### config.mk
export PLATFORM = sky130hd
export DESIGN_NAME = display_completion_notifier
export DESIGN_NICKNAME = d
export VERILOG_FILES = /design/src/display_notify_pkg.sv /design/src/display_completion_notifier.sv /design/src/display_pin_sync.sv
export SDC_FILE = /design/constraint.sdc
export NUM_CORES = 1
export LEC_CHECK = 0
export ABC_AREA = 0
export BUFFER_PORTS_ARGS = -buffer_cell sky130_fd_sc_hd__buf_2
export CORE_MARGIN = 2
export CORE_UTILIZATION = 40
export DETAILED_ROUTE_END_ITERATION = 8
export GPL_TIMING_DRIVEN = 0
export PLACE_DENSITY = 0.76
export SLEW_MARGIN = 20
export SYNTH_ARGS = -nofsm -noshare
export SYNTH_HDL_FRONTEND = slang
export SYNTH_SLANG_ARGS = --single-unit
### constraint.sdc
create_clock -name REF_CLK -period 1.3 [get_ports REF_CLK]
set_input_delay 0.195 -clock REF_CLK [delete_from_list [all_inputs] [get_ports REF_CLK]]
set_output_delay 0.195 -clock REF_CLK [all_outputs]
set_load 0.01 [all_outputs]
### src/display_notify_pkg.sv
package display_notify_pkg;

  // ----------------------------------------------------------------
  // Display selection code: {continuous, picture, second, first}
  // ----------------------------------------------------------------
  localparam int          SEL_W             = 4;
  localparam logic [3:0]  SEL_NC_F1         = 4'h1;
  localparam logic [3:0]  SEL_NC_F2         = 4'h2;
  localparam logic [3:0]  SEL_NC_BOTH       = 4'h3;
  localparam logic [3:0]  SEL_NC_FRAME      = 4'h4;
  localparam logic [3:0]  SEL_NC_PROG       = 4'h5;
  localparam logic [3:0]  SEL_NC_SINGLE     = 4'h7;
  localparam logic [3:0]  SEL_C_F1          = 4'h9;
  localparam logic [3:0]  SEL_C_F2          = 4'hA;
  localparam logic [3:0]  SEL_C_FRAME       = 4'hC;
  localparam logic [3:0]  SEL_C_PROG        = 4'hD;

  // ----------------------------------------------------------------
  // Reset values
  // ----------------------------------------------------------------
  localparam logic        FLAG_RESET        = 1'b0;
  localparam logic        SYNC_RESET        = 1'b0;

  typedef enum logic [1:0] {
    PHASE_IDLE,
    PHASE_FIELD1,
    PHASE_FIELD2
  } phase_t;

endpackage : display_notify_pkg

### src/display_completion_notifier.sv
// Overview of operation
// - Code 0001: show field 1 only; set first-field done and complete status.
// - Noncontinuous: first-field flag still set at next field 1 start raises not-acked.
// - Code 0001 also serves single progressive frames; clear within blanking.
// - Code 0010: show field 2 only; set second-field done and complete status.
// - Noncontinuous: second-field flag still set at next field 2 start raises not-acked.
// - Code 0011: show both fields; each field sets its flag and complete status.
// - Code 0100: both fields; picture done after field 2; not-acked at next frame end.
// - Code 0101: field 1 as frame; picture done after it; not-acked next frame end.
// - Code 0111: one frame; picture done after field 2; clear before next field 1.
// - Code 1001: repeat field 1; first-field done each time; never not-acked.
// - Code 1010: repeat field 2; second-field done each time; never not-acked.
// - Code 1100: repeat both fields; picture done after field 2; never not-acked.
// - Code 1101: like continuous field 1 but sets picture done instead.
// - Continuous modes may mask the complete interrupt while flags still set.
// - Undisplayed field issues no DMA requests, still shows default data.
// - After not-acked in noncontinuous mode, DMA requests continue for next field.
`timescale 1ns/1ps
`default_nettype none

module display_completion_notifier (
  input  wire logic REF_CLK,
  input  wire logic NRST,
  input  wire logic DISPLAY_ENABLE,
  input  wire logic CONTINUOUS_DISPLAY_SEL,
  input  wire logic PICTURE_SEL,
  input  wire logic SECOND_FIELD_SELECT,
  input  wire logic FIRST_FIELD_SELECT,
  input  wire logic COMPLETE_IRQ_ENABLE,
  input  wire logic FIELD1_START,
  input  wire logic FIELD1_END,
  input  wire logic FIELD2_START,
  input  wire logic FIELD2_END,
  input  wire logic CLEAR_FIRST_FIELD_DONE,
  input  wire logic CLEAR_SECOND_FIELD_DONE,
  input  wire logic CLEAR_PICTURE_DONE,
  input  wire logic CLEAR_COMPLETE,
  output var  logic FIRST_FIELD_DONE_FLAG,
  output var  logic SECOND_FIELD_DONE_FLAG,
  output var  logic PICTURE_DONE_FLAG,
  output var  logic DISPLAY_COMPLETE_STATUS,
  output var  logic DISPLAY_COMPLETE_IRQ,
  output var  logic COMPLETION_NOT_ACKED_IRQ,
  output var  logic DMA_REQUEST_ENABLE,
  output var  logic DATA_FROM_FIFO
);
  import display_notify_pkg::*;

  // ----------------------------------------------------------------
  // Timing strobes come from the output timing generator on this clock
  // ----------------------------------------------------------------
  logic [SEL_W-1:0] sel;
  logic             cont;
  logic             show_f1;
  logic             show_f2;
  logic             set_f1d;
  logic             set_f2d;
  logic             set_frm;
  logic             late_f1;
  logic             late_f2;
  logic             late_frm;
  logic             frame_end;
  logic             next_nack;
  logic             done_event;
  phase_t           phase;
  logic             display_on;
  logic             field_close;

  assign sel  = {CONTINUOUS_DISPLAY_SEL, PICTURE_SEL, SECOND_FIELD_SELECT, FIRST_FIELD_SELECT};
  assign cont = CONTINUOUS_DISPLAY_SEL;

  // Enable is written on the processor clock; two flops trade two cycles of lag for safety
  display_pin_sync display_pin_sync_i (.clk(REF_CLK), .nrst(NRST), .din(DISPLAY_ENABLE),
                                       .dout(display_on));

  // ----------------------------------------------------------------
  // Mode decode
  // ----------------------------------------------------------------
  always_comb
  begin
    show_f1 = 1'b0;
    show_f2 = 1'b0;
    set_f1d = 1'b0;
    set_f2d = 1'b0;
    set_frm = 1'b0;
    case (sel)
      SEL_NC_F1, SEL_C_F1:
      begin
        show_f1 = 1'b1;
        set_f1d = FIELD1_END;
      end
      SEL_NC_F2, SEL_C_F2:
      begin
        show_f2 = 1'b1;
        set_f2d = FIELD2_END;
      end
      SEL_NC_BOTH:
      begin
        show_f1 = 1'b1;
        show_f2 = 1'b1;
        set_f1d = FIELD1_END;
        set_f2d = FIELD2_END;
      end
      SEL_NC_FRAME, SEL_NC_SINGLE, SEL_C_FRAME:
      begin
        show_f1 = 1'b1;
        show_f2 = 1'b1;
        set_frm = FIELD2_END;
      end
      SEL_NC_PROG, SEL_C_PROG:
      begin
        show_f1 = 1'b1;
        set_frm = FIELD1_END;
      end
      // Reserved codes display nothing and flag nothing
      default:
        show_f1 = 1'b0;
    endcase
  end

  // Frame completion point depends on which field closes the frame
  assign frame_end = (sel == SEL_NC_PROG) ? FIELD1_END : FIELD2_END;
  assign done_event = set_f1d | set_f2d | set_frm;

  // ----------------------------------------------------------------
  // Not-acknowledged detection, noncontinuous only
  // ----------------------------------------------------------------
  assign late_f1  = (sel == SEL_NC_F1 || sel == SEL_NC_BOTH) &&
                    FIELD1_START && FIRST_FIELD_DONE_FLAG;
  assign late_f2  = (sel == SEL_NC_F2 || sel == SEL_NC_BOTH) &&
                    FIELD2_START && SECOND_FIELD_DONE_FLAG;
  // Single frame mode must clear before field 1 begins again
  assign late_frm = PICTURE_DONE_FLAG &&
                    (((sel == SEL_NC_FRAME || sel == SEL_NC_PROG) && frame_end) ||
                     (sel == SEL_NC_SINGLE && FIELD1_START));
  assign next_nack = !cont && display_on && (late_f1 || late_f2 || late_frm);

  // ----------------------------------------------------------------
  // Sticky flags; a set in the clearing cycle wins
  // ----------------------------------------------------------------
  always_ff @(posedge REF_CLK or negedge NRST)
  begin
    if (!NRST)
    begin
      FIRST_FIELD_DONE_FLAG   <= FLAG_RESET;
      SECOND_FIELD_DONE_FLAG  <= FLAG_RESET;
      PICTURE_DONE_FLAG       <= FLAG_RESET;
      DISPLAY_COMPLETE_STATUS <= FLAG_RESET;
    end
    else
    begin
      FIRST_FIELD_DONE_FLAG   <= (display_on && set_f1d) ||
                                 (FIRST_FIELD_DONE_FLAG && !CLEAR_FIRST_FIELD_DONE);
      SECOND_FIELD_DONE_FLAG  <= (display_on && set_f2d) ||
                                 (SECOND_FIELD_DONE_FLAG && !CLEAR_SECOND_FIELD_DONE);
      PICTURE_DONE_FLAG       <= (display_on && set_frm) ||
                                 (PICTURE_DONE_FLAG && !CLEAR_PICTURE_DONE);
      DISPLAY_COMPLETE_STATUS <= (display_on && done_event) ||
                                 (DISPLAY_COMPLETE_STATUS && !CLEAR_COMPLETE);
    end
  end

  // ----------------------------------------------------------------
  // Interrupt pulses
  // ----------------------------------------------------------------
  always_ff @(posedge REF_CLK or negedge NRST)
  begin
    if (!NRST)
    begin
      DISPLAY_COMPLETE_IRQ     <= 1'b0;
      COMPLETION_NOT_ACKED_IRQ <= 1'b0;
    end
    else
    begin
      // Mask only gates the pulse; flags above still set
      DISPLAY_COMPLETE_IRQ     <= display_on && done_event &&
                                  (COMPLETE_IRQ_ENABLE || !cont);
      COMPLETION_NOT_ACKED_IRQ <= next_nack;
    end
  end

  // ----------------------------------------------------------------
  // Field phase and DMA gating; not-acked does not stop requests
  // ----------------------------------------------------------------
  assign field_close = (FIELD1_END && phase == PHASE_FIELD1) ||
                       (FIELD2_END && phase == PHASE_FIELD2);

  always_ff @(posedge REF_CLK or negedge NRST)
  begin
    if (!NRST)
    begin
      phase              <= PHASE_IDLE;
      DMA_REQUEST_ENABLE <= 1'b0;
      DATA_FROM_FIFO     <= 1'b0;
    end
    else
    begin
      case (phase)
        PHASE_IDLE:
        begin
          if (FIELD1_START)
            phase <= PHASE_FIELD1;
          else if (FIELD2_START)
            phase <= PHASE_FIELD2;
        end
        PHASE_FIELD1:
        begin
          if (FIELD1_END)
            phase <= PHASE_IDLE;
        end
        PHASE_FIELD2:
        begin
          if (FIELD2_END)
            phase <= PHASE_IDLE;
        end
        default:
          phase <= PHASE_IDLE;
      endcase
      DMA_REQUEST_ENABLE <= display_on &&
                            ((FIELD1_START && show_f1) || (FIELD2_START && show_f2) ||
                             (DMA_REQUEST_ENABLE && !field_close));
      DATA_FROM_FIFO     <= display_on &&
                            ((FIELD1_START && show_f1) || (FIELD2_START && show_f2) ||
                             (DATA_FROM_FIFO && !field_close));
    end
  end

  // ----------------------------------------------------------------
  // Checks
  // ----------------------------------------------------------------
  property p_f1_set;
    @(posedge REF_CLK) disable iff (!NRST)
    (display_on && FIELD1_END && (sel == SEL_NC_F1 || sel == SEL_C_F1))
      |=> FIRST_FIELD_DONE_FLAG && DISPLAY_COMPLETE_STATUS;
  endproperty
  a_f1_set: assert property (p_f1_set) else $error("first field flag missed");

  property p_f1_late;
    @(posedge REF_CLK) disable iff (!NRST)
    (display_on && FIELD1_START && FIRST_FIELD_DONE_FLAG && sel == SEL_NC_F1)
      |=> COMPLETION_NOT_ACKED_IRQ;
  endproperty
  a_f1_late: assert property (p_f1_late) else $error("field 1 not-acked missed");

  property p_f2_set;
    @(posedge REF_CLK) disable iff (!NRST)
    (display_on && FIELD2_END && sel == SEL_NC_F2)
      |=> SECOND_FIELD_DONE_FLAG && DISPLAY_COMPLETE_STATUS;
  endproperty
  a_f2_set: assert property (p_f2_set) else $error("second field flag missed");

  property p_f2_late;
    @(posedge REF_CLK) disable iff (!NRST)
    (display_on && FIELD2_START && SECOND_FIELD_DONE_FLAG && sel == SEL_NC_BOTH)
      |=> COMPLETION_NOT_ACKED_IRQ;
  endproperty
  a_f2_late: assert property (p_f2_late) else $error("field 2 not-acked missed");

  property p_frame_set;
    @(posedge REF_CLK) disable iff (!NRST)
    (display_on && FIELD2_END &&
     (sel == SEL_NC_FRAME || sel == SEL_NC_SINGLE || sel == SEL_C_FRAME))
      |=> PICTURE_DONE_FLAG && DISPLAY_COMPLETE_STATUS;
  endproperty
  a_frame_set: assert property (p_frame_set) else $error("picture flag missed");

  property p_prog_set;
    @(posedge REF_CLK) disable iff (!NRST)
    (display_on && FIELD1_END && sel == SEL_C_PROG && !FIRST_FIELD_DONE_FLAG
     && !CLEAR_PICTURE_DONE) |=> PICTURE_DONE_FLAG && !FIRST_FIELD_DONE_FLAG;
  endproperty
  a_prog_set: assert property (p_prog_set) else $error("progressive flag wrong");

  property p_cont_quiet;
    @(posedge REF_CLK) disable iff (!NRST)
    $past(CONTINUOUS_DISPLAY_SEL) |-> !COMPLETION_NOT_ACKED_IRQ;
  endproperty
  a_cont_quiet: assert property (p_cont_quiet) else $error("not-acked in continuous");

  property p_mask;
    @(posedge REF_CLK) disable iff (!NRST)
    (CONTINUOUS_DISPLAY_SEL && !COMPLETE_IRQ_ENABLE) |=> !DISPLAY_COMPLETE_IRQ;
  endproperty
  a_mask: assert property (p_mask) else $error("masked complete interrupt fired");

  property p_no_dma;
    @(posedge REF_CLK) disable iff (!NRST)
    (FIELD2_START && !FIELD1_START && sel == SEL_NC_F1 && !DMA_REQUEST_ENABLE)
      |=> !DMA_REQUEST_ENABLE;
  endproperty
  a_no_dma: assert property (p_no_dma) else $error("DMA for hidden field");

  c_nack: cover property (@(posedge REF_CLK) disable iff (!NRST) COMPLETION_NOT_ACKED_IRQ);
  c_frame: cover property (@(posedge REF_CLK) disable iff (!NRST) $rose(PICTURE_DONE_FLAG));
  c_f2: cover property (@(posedge REF_CLK) disable iff (!NRST) $rose(SECOND_FIELD_DONE_FLAG));

endmodule : display_completion_notifier
`default_nettype wire

### src/display_pin_sync.sv
`timescale 1ns/1ps
`default_nettype none

module display_pin_sync (
  input  wire logic clk,
  input  wire logic nrst,
  input  wire logic din,
  output var  logic dout
);
  import display_notify_pkg::*;

  logic stage1;

  // Stage one feeds only stage two
  always_ff @(posedge clk or negedge nrst)
  begin
    if (!nrst)
    begin
      stage1 <= SYNC_RESET;
      dout   <= SYNC_RESET;
    end
    else
    begin
      stage1 <= din;
      dout   <= stage1;
    end
  end

endmodule : display_pin_sync
`default_nettype wire

## Word level (Yosys, flattened, before mapping)

Index checks and enable logic that the tools add are counted.

| operators by class | value |
|---|---|
| eq/ne operators | 15 |
| bitwise operators | 2 |
| reduce and logical (&&, ||, !) cells | 55 |
| mux-type cells | 11 |

Operators by type and width:

| cell | count |
|---|---|
| 1-bit logical AND | 26 |
| 4-bit == test (second input constant) | 4 |
| 1-bit logical OR | 15 |
| 4-bit by 3-bit == test with 1-bit output (second input constant) | 3 |
| 3-bit OR reduction | 3 |
| 4-bit by 2-bit == test with 1-bit output (second input constant) | 2 |
| 2-bit 2-to-1 mux | 4 |
| 8-bit OR reduction | 1 |
| 1-bit logical NOT | 6 |
| 2-bit one-hot mux with 3 select lines | 1 |
| 6-bit OR reduction | 1 |
| 1-bit 2-to-1 mux | 5 |
| 4-bit by 1-bit == test with 1-bit output (second input constant) | 1 |
| 2-bit != test (second input constant) | 2 |
| 3-bit != test (second input constant) | 1 |
| 3-bit AND reduction | 1 |
| 2-bit by 1-bit == test with 1-bit output (second input constant) | 1 |
| 2-bit == test (second input constant) | 1 |
| 2-bit logical NOT | 1 |
| 1-bit bitwise OR | 2 |
| 1-bit one-hot mux with 2 select lines | 1 |
| 2-bit OR reduction | 1 |

| word-level totals | value |
|---|---|
| bits of input ports | 16 |
| output and inout bits | 8 |
| flip-flop bits (word level) | 12 |
| logic and storage cells | 94 |

## Longest topological paths before layout

Gate-level depths: netlist (run 1).

| logic depth | value |
|---|---|
| depth in word-level cells | 7 |
| depth in mapped cells | 5 |
| mapped depth without buffers | 4 |

## Modules after synthesis

Synthesis (run 1) repeated with hierarchy kept, for this count alone.

| unflattened totals | value |
|---|---|
| cell total of the unflattened synthesis | 61 |
| area, all modules | 595.6 um^2 |

By module, submodules not included:

| module | seq. area each (um^2) | times used | area each (um^2) | cells an instance |
|---|---|---|---|---|
| display_completion_notifier | 250.2 | 1 | 545.5 | 59 |
| display_pin_sync | 50.0 | 1 | 50.0 | 2 |

## Worst setup path before layout (run 1)

OpenSTA, ideal clock, no wires.

| path | value |
|---|---|
| kind | reg2reg |
| start | reg display_pin_sync_i.dout |
| end | reg DISPLAY_COMPLETE_IRQ |
| buffers on the path | 0 |
| stages on the path, launching flop included | 5 |
| data arrival time | 0.955 ns |
| period minus slack after synthesis | 1.033 ns |
| slack | 0.267 ns |
| library setup time | 0.077 ns |
| data required time | 1.223 ns |
| cell sequence | dfrtp_1 nand2_1 a2111o_1 o211a_1 a21oi_1 |

| on the way | value |
|---|---|
| word-level cells in the longest chain between the ends | 2 |

Ends and longest elaborated chain:

| element | RTL line | text |
|---|---|---|
| start: declaration | display_pin_sync.sv:8 | `output var logic dout` |
| start signal: assignment | display_pin_sync.sv:25 | `dout <= stage1;` |
| 1-bit logical AND (2 in a row) | display_completion_notifier.sv:176 | `DISPLAY_COMPLETE_IRQ <= display_on && done_event &&` |
| end signal: assignment | display_completion_notifier.sv:176 |  |
| end: declaration | display_completion_notifier.sv:42 | `output var logic DISPLAY_COMPLETE_IRQ,` |

No other way between the ends.
A chain may end at the register's enable or synchronous reset.

## Final worst setup path (run 1)

Same ends and word-level chain as after synthesis.

==> results of run 1 <==
[cell type report]
class	count	share of cell area (%)
sequential	12	39.2
buffer	2	2.12
clock buffer	4	4.74
tap	15	2.45
inverter	10	4.90
multi-input combinational	37	31.5
timing repair buffer	22	15.0
[worst register-to-register path, cell delays in order, from the launching register on]
cell	delay [ns]
dfrtp_1	0.45
nand2_1	0.07
a2111o_1	0.31
o211a_1	0.15
a21oi_1	0.11
[path summary, 6_finish.rpt]
check | from | endpoint | slack (ns) | cells past startpoint
worst max-delay path | display_pin_sync_i.dout | DISPLAY_COMPLETE_IRQ | 0.15 | 4
worst min-delay path | DISPLAY_ENABLE | display_pin_sync_i.stage1 | 0.03 | 1
worst max register to register | display_pin_sync_i.dout | DISPLAY_COMPLETE_IRQ | 0.15 | 4
worst min register to register | display_pin_sync_i.stage1 | display_pin_sync_i.dout | 0.35 | 0
max in group asynchronous | NRST | DATA_FROM_FIFO | 0.77 | 2
min in group asynchronous | NRST | phase[0] | 0.32 | 2
[state kept, by name, indices dropped and copies added, names as in the netlist]
name                       count
FIRST_FIELD_DONE_FLAG          1
display_pin_sync_i.stage1      1
DMA_REQUEST_ENABLE             1
DISPLAY_COMPLETE_IRQ           1
PICTURE_DONE_FLAG              1
DATA_FROM_FIFO                 1
SECOND_FIELD_DONE_FLAG         1
phase                          2
display_pin_sync_i.dout        1
DISPLAY_COMPLETE_STATUS        1
COMPLETION_NOT_ACKED_IRQ       1
[power by group through the flow]
stage          Clock (mW)  Combinational, mW  Sequential [mW]
2_1_floorplan           0             0.0794            0.461
3_3_place_gp            0              0.156            0.455
3_5_place_dp            0              0.161            0.456
4_1_cts             0.300              0.163            0.450
5_1_grt             0.320              0.180            0.457
6_report            0.287              0.161            0.450
[repair_timing]
action | 4_1_cts | 5_1_grt
hold buffers | 1 | 0
hold endpoints to repair | 12 | 0
endpoints found under the setup margin | 0 | 0
[logic make-up after synthesis]
family | count (synthesis) | share of synthesized area, %
mux | 1 | 1.89
buf+inv | 12 | 9.03
simple gates | 17 | 15.3
flops | 12 | 50.4
compound gates | 19 | 23.3
[metrics by stage]
step,utilization [%],power [mW],instances
global route,56.7,0.958,102
global placement,53.3,0.611,97
detailed placement,53.3,0.617,97
finish,56.7,0.898,102
floorplan,-,0.541,61
CTS,56.7,0.913,102
[layer usage]
| metal | wire length, µm | up-vias | global-route usage, % | share of wire (%) |
|---|---|---|---|---|
| li1 | - | 268 | - | - |
| met4 | 0 | 0 | 5.63 | 0 |
| met2 | 609 | 17 | 24.0 | 50 |
| met1 | 540 | 246 | 19.0 | 44 |
| met5 | 0 | - | 0 | 0 |
| met3 | 68 | 0 | 6.47 | 5.6 |
[cell usage in the layout, fill, tap and decap left out]
master / netlist / routed
a2111o_1: 1 / 1
a211oi_1: 1 / 1
a21oi_1: 1 / 1
a22oi_1: 1 / 1
a311oi_1: 1 / 1
buf_2: 1 / 22
buf_6: 1 / 1
clkbuf_4: 0 / 3
clkbuf_8: 0 / 1
dfrtp_1: 12 / 12
dlygate4sd3_1: 0 / 1
inv_1: 10 / 10
mux2_2: 1 / 1
nand2_1: 4 / 4
nand2b_1: 2 / 2
nand3_1: 3 / 3
nand3b_1: 1 / 1
nand4_1: 1 / 1
nand4b_1: 1 / 1
nor2_1: 2 / 2
nor2b_1: 3 / 3
o211a_1: 1 / 1
o211ai_1: 2 / 2
o21ai_0: 5 / 5
o21ai_1: 1 / 1
o221a_2: 1 / 1
o221ai_1: 1 / 1
o22ai_1: 1 / 1
o311ai_1: 1 / 1
o31a_1: 1 / 1
==> results.json, run 1 <==
{
  "synth_top_cell_area_share_pct": 50.4,
  "path_clk_slew_ns": 0.07,
  "cpPeakStageDelay_ns": 0.45,
  "nNetsFinal": 104,
  "antenna_found_initial": 0,
  "syn_nets": 77,
  "die-width_um": 42.6,
  "synthDistinctLibCells": 27,
  "max_freq_mhz": 867,
  "drt-total-wl_um": 1220,
  "vias_per_cell": 5.21,
  "cts_tree": "built",
  "diodes": 0,
  "synthCells": 61,
  "p_leak_nw": 0.381,
  "worstPathRequired_ns": 1.50,
  "drc": 0,
  "synth-main-ff-cell": "dfrtp_1",
  "yosys.area.top_type": "dfrtp_1",
  "rsz0062_at_grt": "false",
  "io_pins": 24,
  "core_um2": 1350,
  "ys_warn_count": 0,
  "setup_tns_ns": 0,
  "num_rows": 13,
  "combPwrFrac_pct": 17.9,
  "drt_iter0_drc": 10,
  "slew_headroom_pct": 79.3,
  "register_area_um2": 300,
  "synthTopCellsByCount": "dfrtp_1, inv_1, o21ai_0, nand2_1",
  "syn_to_final_growth_pct": 28.6,
  "start_util_pct": 44.1,
  "dp_hpwl_um": 959,
  "path_buf_inv": 0,
  "grt_pass1_wl_um": 2080,
  "syn_avg_cell_area_um2": 9.76,
  "cts.sinks": 12,
  "die_area_um2": 1810,
  "period_share_pct": 88.7,
  "p_sw_uw": 237,
  "slowest_stage": "dfrtp_1",
  "crit_path_cell_trace": "nand2_1, a2111o_1, o211a_1, a21oi_1",
  "n_fill_cell": 140,
  "grtUsageTotal_pct": 15.4,
  "hold_ws_ns": 0.0290,
  "synth-seq-cells": 12,
  "p_sw_share_pct": 26.3,
  "hold_viol": 0,
  "clock_skew_ns": 0.00131,
  "grt_max_degree": 13,
  "setup_viol": 0,
  "cts_made_buffers": 3,
  "vias": 531,
  "post-cts-setup-buffer-count": 0,
  "wl_per_cell_um": 11.9,
  "syn_area_um2": 596,
  "synthArstFlopShare_pct": 100,
  "cts_max_path_buffers": 2,
  "clock_latency_ns": 0.27,
  "synth.most_common_cell": "dfrtp_1",
  "gp_congestion": 0.813,
  "hold_path_class": "in2reg",
  "min_period_ns": 1.15,
  "post_cts_resized": 0,
  "crit_type": "reg2reg",
  "final_cell_area_um2": 766,
  "pre_cts_ws_ns": 0.152,
  "htree_levels": 1,
  "ir_drop_mv": 0.619,
  "drt_first_pass_iters": 4,
  "max_slew.worst_pin.slew_ns": 0.306,
  "synthTopCellsByArea": "dfrtp_1, inv_1, o21ai_0",
  "multi_input_area_um2": 241,
  "setup_slack_ns": 0.147,
  "critPathTopFamily": "compound AO/OA/AOI/OAI gates",
  "p_per_area_nw_per_um2": 1170,
  "slew_viol_final": 0,
  "p_seq_share_pct": 50.1,
  "synth_seq_area_share_pct": 50.4,
  "die_h_um": 42.6,
  "cp-end-kind": "register",
  "grt_pass1_vias": 513,
  "outcome": "complete, no violations",
  "maxCapViolations": 0,
  "drive_gt1_share_pct": 33.3,
  "overflow": 0,
  "placed_area_um2": 719,
  "cp_max_fo": 6,
  "port_buffers": 21,
  "clock_power_share_pct": 32.0,
  "antenna_left": 0,
  "crit_arrival_ns": 1.35,
  "setup.worst_path.start_class": "register",
  "synth-edff-count": 0,
  "power.internal_uw": 662,
  "cts-root-buf": "clkbuf_4"
}
Power figures use the tool's default switching activity.
==> run 2, diff against run 1 <==
--- a/config.mk
+++ b/config.mk
@@ -6,13 +6,14 @@
 export NUM_CORES = 1
 export LEC_CHECK = 0
 export ABC_AREA = 0
-export BUFFER_PORTS_ARGS = -buffer_cell sky130_fd_sc_hd__buf_2
 export CORE_MARGIN = 2
 export CORE_UTILIZATION = 40
 export DETAILED_ROUTE_END_ITERATION = 8
+export DONT_BUFFER_PORTS = 1
 export GPL_TIMING_DRIVEN = 0
-export PLACE_DENSITY = 0.76
+export PLACE_DENSITY = 0.62
 export SLEW_MARGIN = 20
 export SYNTH_ARGS = -nofsm -noshare
 export SYNTH_HDL_FRONTEND = slang
 export SYNTH_SLANG_ARGS = --single-unit
+export TNS_END_PERCENT = 1
==> run 2 against run 1 <==
- global-route usage up 0.62 points
- register-to-register slack about the same
- power down 13%
- sequential power up 3%
- design area down 12%
- wire length up 3.3%
- die area unchanged
- clock power down 26%
- hold slack worse by 0.017 ns
- count of clock-buffer cells in the layout down 1
- flip-flop and latch count unchanged
==> results.json, run 2 (synthesized netlist as in run 1, its figures left out) <==
{
  "grtUsageTotal_pct": 16.1,
  "max_slew.worst_pin.slew_ns": 0.552,
  "cts-root-buf": "clkbuf_4",
  "dp_hpwl_um": 913,
  "cp_max_fo": 2,
  "num_rows": 13,
  "antenna_left": 0,
  "pre_cts_ws_ns": 0.153,
  "nNetsFinal": 86,
  "gp_congestion": 0.767,
  "clock_latency_ns": 0.26,
  "drt_iter0_drc": 11,
  "hold_viol": 0,
  "crit_path_cell_trace": "inv_1, o21ai_0, nand3_1, a311oi_1",
  "overflow": 0,
  "cts_made_buffers": 3,
  "reg2reg_depth": 4,
  "crit_type": "reg2reg",
  "worstPathRequired_ns": 1.45,
  "grt_pass1_vias": 475,
  "setup_tns_ns": 0,
  "htree_levels": 1,
  "cp.depth": 4,
  "start_util_pct": 44.1,
  "hold_ws_ns": 0.0122,
  "crit_arrival_ns": 1.30,
  "die-width_um": 42.6,
  "final_common_cell": "dfrtp_1",
  "vias_per_cell": 5.59,
  "core_um2": 1350,
  "diodes": 0,
  "syn_to_final_growth_pct": 13.7,
  "min_period_ns": 1.15,
  "cts_tree": "built",
  "critPathTopFamily": "compound AO/OA/AOI/OAI gates",
  "n_fill_cell": 137,
  "port_buffers": 0,
  "rsz0062_at_grt": "false",
  "drt-total-wl_um": 1260,
  "vias": 464,
  "io_pins": 24,
  "hold_path_class": "in2reg",
  "slowest_stage": "dfrtp_1",
  "period_share_pct": 88.5,
  "wl_per_cell_um": 15.2,
  "maxCapViolations": 0,
  "die_area_um2": 1810,
  "antenna_found_initial": 0,
  "fin_cells": 83,
  "drive_gt1_share_pct": 10.3,
  "cts_max_path_buffers": 2,
  "p_leak_nw": 0.295,
  "clock_skew_ns": 0.00167,
  "hold_depth": 1,
  "setup_viol": 0,
  "drc": 0,
  "outcome": "complete, no violations",
  "grt_pass1_wl_um": 2190,
  "post-cts-setup-buffer-count": 0,
  "largest_register_ffs": 2,
  "slew_viol_final": 0,
  "setup_slack_ns": 0.149,
  "max_freq_mhz": 869,
  "p_per_area_nw_per_um2": 1160,
  "cts.sinks": 12,
  "cp-end-kind": "register",
  "slew_headroom_pct": 63.1,
  "mostFrequentLayoutCells": "dfrtp_1, inv_1, o21ai_0",
  "post_cts_resized": 0,
  "cpPeakStageDelay_ns": 0.40,
  "setup.worst_path.start_class": "register",
  "ir_drop_mv": 0.673,
  "dp_cells": 76,
  "path_clk_slew_ns": 0.07,
  "die_h_um": 42.6,
  "grt_max_degree": 13,
  "holdBufCountCts": 4,
  "drt_first_pass_iters": 4,
  "largest-register": "phase",
  "path_buf_inv": 1
}
## run 2: path summary, 6_finish.rpt
check	start	endpoint	slack, ns
worst min register to register	display_pin_sync_i.stage1	display_pin_sync_i.dout	0.36
worst max-delay path	FIRST_FIELD_DONE_FLAG	COMPLETION_NOT_ACKED_IRQ	0.15
max in group asynchronous	NRST	display_pin_sync_i.dout	0.58
min in group asynchronous	NRST	FIRST_FIELD_DONE_FLAG	0.36
worst min-delay path	CONTINUOUS_DISPLAY_SEL	DISPLAY_COMPLETE_IRQ	0.01
worst max register to register	FIRST_FIELD_DONE_FLAG	COMPLETION_NOT_ACKED_IRQ	0.15
## run 2: layout make-up
cell class                 count  area (µm²)  area share (%)
sequential                    12         300            44.4
inverter                      10        37.5            5.55
timing repair buffer           4        40.0            5.91
buffer                         2        16.3            2.40
tap                           15        18.8            2.77
clock buffer                   3        22.5            3.33
multi-input combinational     37         241            35.7
## run 2: metrics by stage
step	power (mW)	util [%]	cell area, µm²
floorplan	0.541	-	596
global placement	0.559	45.5	614
detailed placement	0.562	45.5	614
CTS	0.798	50.1	677
global route	0.835	50.1	677
finish	0.782	50.1	677
## run 2: metal layers
layer  routed length [µm]  share of wire (%)  GRT usage (%)
met1                  547                 43           17.9
met4                    0                  0           3.75
met3                   65                5.2           7.76
met5                    0                  0              0
met2                  645                 51           27.4
## run 2: power breakdown
part	leakage [nW]	switching (mW)	internal [mW]	total, mW
clock network	0.0138	0.105	0.107	0.212
logic	0.127	0.0509	0.0565	0.107
registers	0.154	0.0491	0.414	0.464
==> run 3, diff against run 2 <==
--- a/config.mk
+++ b/config.mk
@@ -6,12 +6,12 @@
 export NUM_CORES = 1
 export LEC_CHECK = 0
 export ABC_AREA = 0
-export CORE_MARGIN = 2
-export CORE_UTILIZATION = 40
+export CORE_AREA = 2 2 39 41
 export DETAILED_ROUTE_END_ITERATION = 8
+export DIE_AREA = 0 0 41 43
 export DONT_BUFFER_PORTS = 1
 export GPL_TIMING_DRIVEN = 0
-export PLACE_DENSITY = 0.62
+export PLACE_DENSITY = 0.67
 export SLEW_MARGIN = 20
 export SYNTH_ARGS = -nofsm -noshare
 export SYNTH_HDL_FRONTEND = slang
==> run 3 against run 2 <==
- register-to-register slack got worse by 0.02 ns
- sequential share of layout area decreased by 2.8 points
- die area decreased by 2.8%
- critical path type unchanged
- combinational power increased by 8%
- final cell count increased by 6.0%
- count of clock-buffer cells in the layout increased by 1
- non-clock buffer count increased by 3
- worst setup slack got worse by 0.023 ns
==> results.json, run 3 (synthesized netlist as in run 1, its figures left out) <==
{
  "worstPathRequired_ns": 1.50,
  "p_per_area_nw_per_um2": 1230,
  "rsz0062_at_grt": "false",
  "nNetsFinal": 89,
  "grt_pass1_vias": 487,
  "cts_tree": "built",
  "vias": 492,
  "final_util_pct": 52.2,
  "path_clk_slew_ns": 0.08,
  "holdBufCountCts": 5,
  "grt_pass1_wl_um": 2270,
  "period_share_pct": 90.3,
  "maxCapViolations": 0,
  "ir_drop_mv": 0.669,
  "cp_max_fo": 6,
  "core_um2": 1380,
  "die_area_um2": 1760,
  "port_buffers": 0,
  "cts_max_path_buffers": 2,
  "hold_viol": 0,
  "post-cts-setup-buffer-count": 0,
  "cts.sinks": 12,
  "drt_iter0_drc": 1,
  "post_cts_resized": 0,
  "dp_hpwl_um": 953,
  "antenna_left": 0,
  "hold_depth": 1,
  "setup_viol": 0,
  "hold_path_class": "in2reg",
  "cp-end-kind": "register",
  "min_period_ns": 1.17,
  "n_fill_cell": 124,
  "p_leak_nw": 0.314,
  "largest-register": "phase",
  "finalPower_uw": 886,
  "reg2reg_depth": 4,
  "htree_levels": 1,
  "crit_type": "reg2reg",
  "wl_per_cell_um": 15.2,
  "timing.rr.start": "display_pin_sync_i.dout",
  "setup_tns_ns": 0,
  "max_slew.worst_pin.slew_ns": 0.523,
  "die-width_um": 41,
  "final_common_cell": "dfrtp_1",
  "mostFrequentLayoutCells": "dfrtp_1, inv_1, dlygate4sd3_1",
  "hold_path_startpoint": "CLEAR_FIRST_FIELD_DONE",
  "drive_gt1_share_pct": 11.1,
  "cts_made_buffers": 3,
  "syn_to_final_growth_pct": 21.2,
  "antenna_found_initial": 0,
  "outcome": "complete, no violations",
  "start_util_pct": 43.0,
  "timing.rr.end": "DISPLAY_COMPLETE_IRQ",
  "clock_skew_ns": 0.00910,
  "max_freq_mhz": 852,
  "setup.worst_path.start_class": "register",
  "reg2reg_slack_ns": 0.13,
  "gp_congestion": 0.771,
  "slowest_stage": "dfrtp_1",
  "drt-total-wl_um": 1340,
  "cts-root-buf": "clkbuf_4",
  "min_to": "FIRST_FIELD_DONE_FLAG",
  "num_rows": 14,
  "drt_first_pass_iters": 4,
  "grt_max_degree": 13,
  "diodes": 0,
  "crit_path_cell_trace": "nand2_1, a2111o_1, o211a_1, a21oi_1",
  "crit_arrival_ns": 1.37,
  "largest_register_ffs": 2,
  "clock_latency_ns": 0.28,
  "cpPeakStageDelay_ns": 0.44,
  "die_h_um": 43,
  "vias_per_cell": 5.59,
  "overflow": 0,
  "drc": 0,
  "io_pins": 24,
  "grtUsageTotal_pct": 19.5,
  "slew_viol_final": 0,
  "slew_headroom_pct": 65.0
}
-- run 3: worst max path at each step --
stage                            start                  endpoint  slack (ns)  depth (start not counted)
2_1_floorplan  display_pin_sync_i.dout      DISPLAY_COMPLETE_IRQ        0.27                          4
3_3_place_gp   display_pin_sync_i.dout      DISPLAY_COMPLETE_IRQ        0.15                          4
3_5_place_dp   display_pin_sync_i.dout      DISPLAY_COMPLETE_IRQ        0.13                          4
4_1_cts        display_pin_sync_i.dout      DISPLAY_COMPLETE_IRQ        0.12                          4
5_1_grt          FIRST_FIELD_DONE_FLAG  COMPLETION_NOT_ACKED_IRQ        0.03                          4
6_report       display_pin_sync_i.dout      DISPLAY_COMPLETE_IRQ        0.13                          4
-- run 3: cell type report --
cell class	instances	area, µm²	area share [%]
clock buffers	4	36.3	5.03
multi-input cells	37	241	33.4
well taps	16	20.0	2.77
inverters	10	37.5	5.20
flip-flops and latches	12	300	41.6
plain buffers	2	16.3	2.25
repair buffers	7	70.1	9.71
-- run 3: stage by stage --
stage | cell area, µm² | setup slack [ns] | hold WS (ns) | std cells
3_3_place_gp | 616 | 0.152 | -0.100 | 77
5_1_grt | 722 | 0.0306 | 0.0211 | 88
3_5_place_dp | 616 | 0.134 | -0.100 | 77
2_1_floorplan | 596 | 0.267 | -0.101 | 61
4_1_cts | 702 | 0.122 | 0.00194 | 86
6_report | 722 | 0.127 | 0.00200 | 88
-- run 3: per-layer routing --
| metal | track usage [%] | part of all wire, % | vias to the layer above |
|---|---|---|---|
| met1 | 25.8 | 43 | 227 |
| met5 | 0 | 0 | - |
| met2 | 26.9 | 48 | 24 |
| li1 | - | - | 239 |
| met4 | 6.00 | 0.97 | 0 |
| met3 | 10.5 | 8.1 | 2 |
-- run 3: power by group --
group,internal [mW],switching (mW)
Combinational,0.0624,0.0539
Sequential,0.414,0.0508
Clock,0.170,0.134
-- run 3: worst max-delay path: cells and delay by family, from the launching register on --
kind            cells  cell delay (ns)
compound gates      3             0.58
flops               1             0.44
simple gates        1             0.07
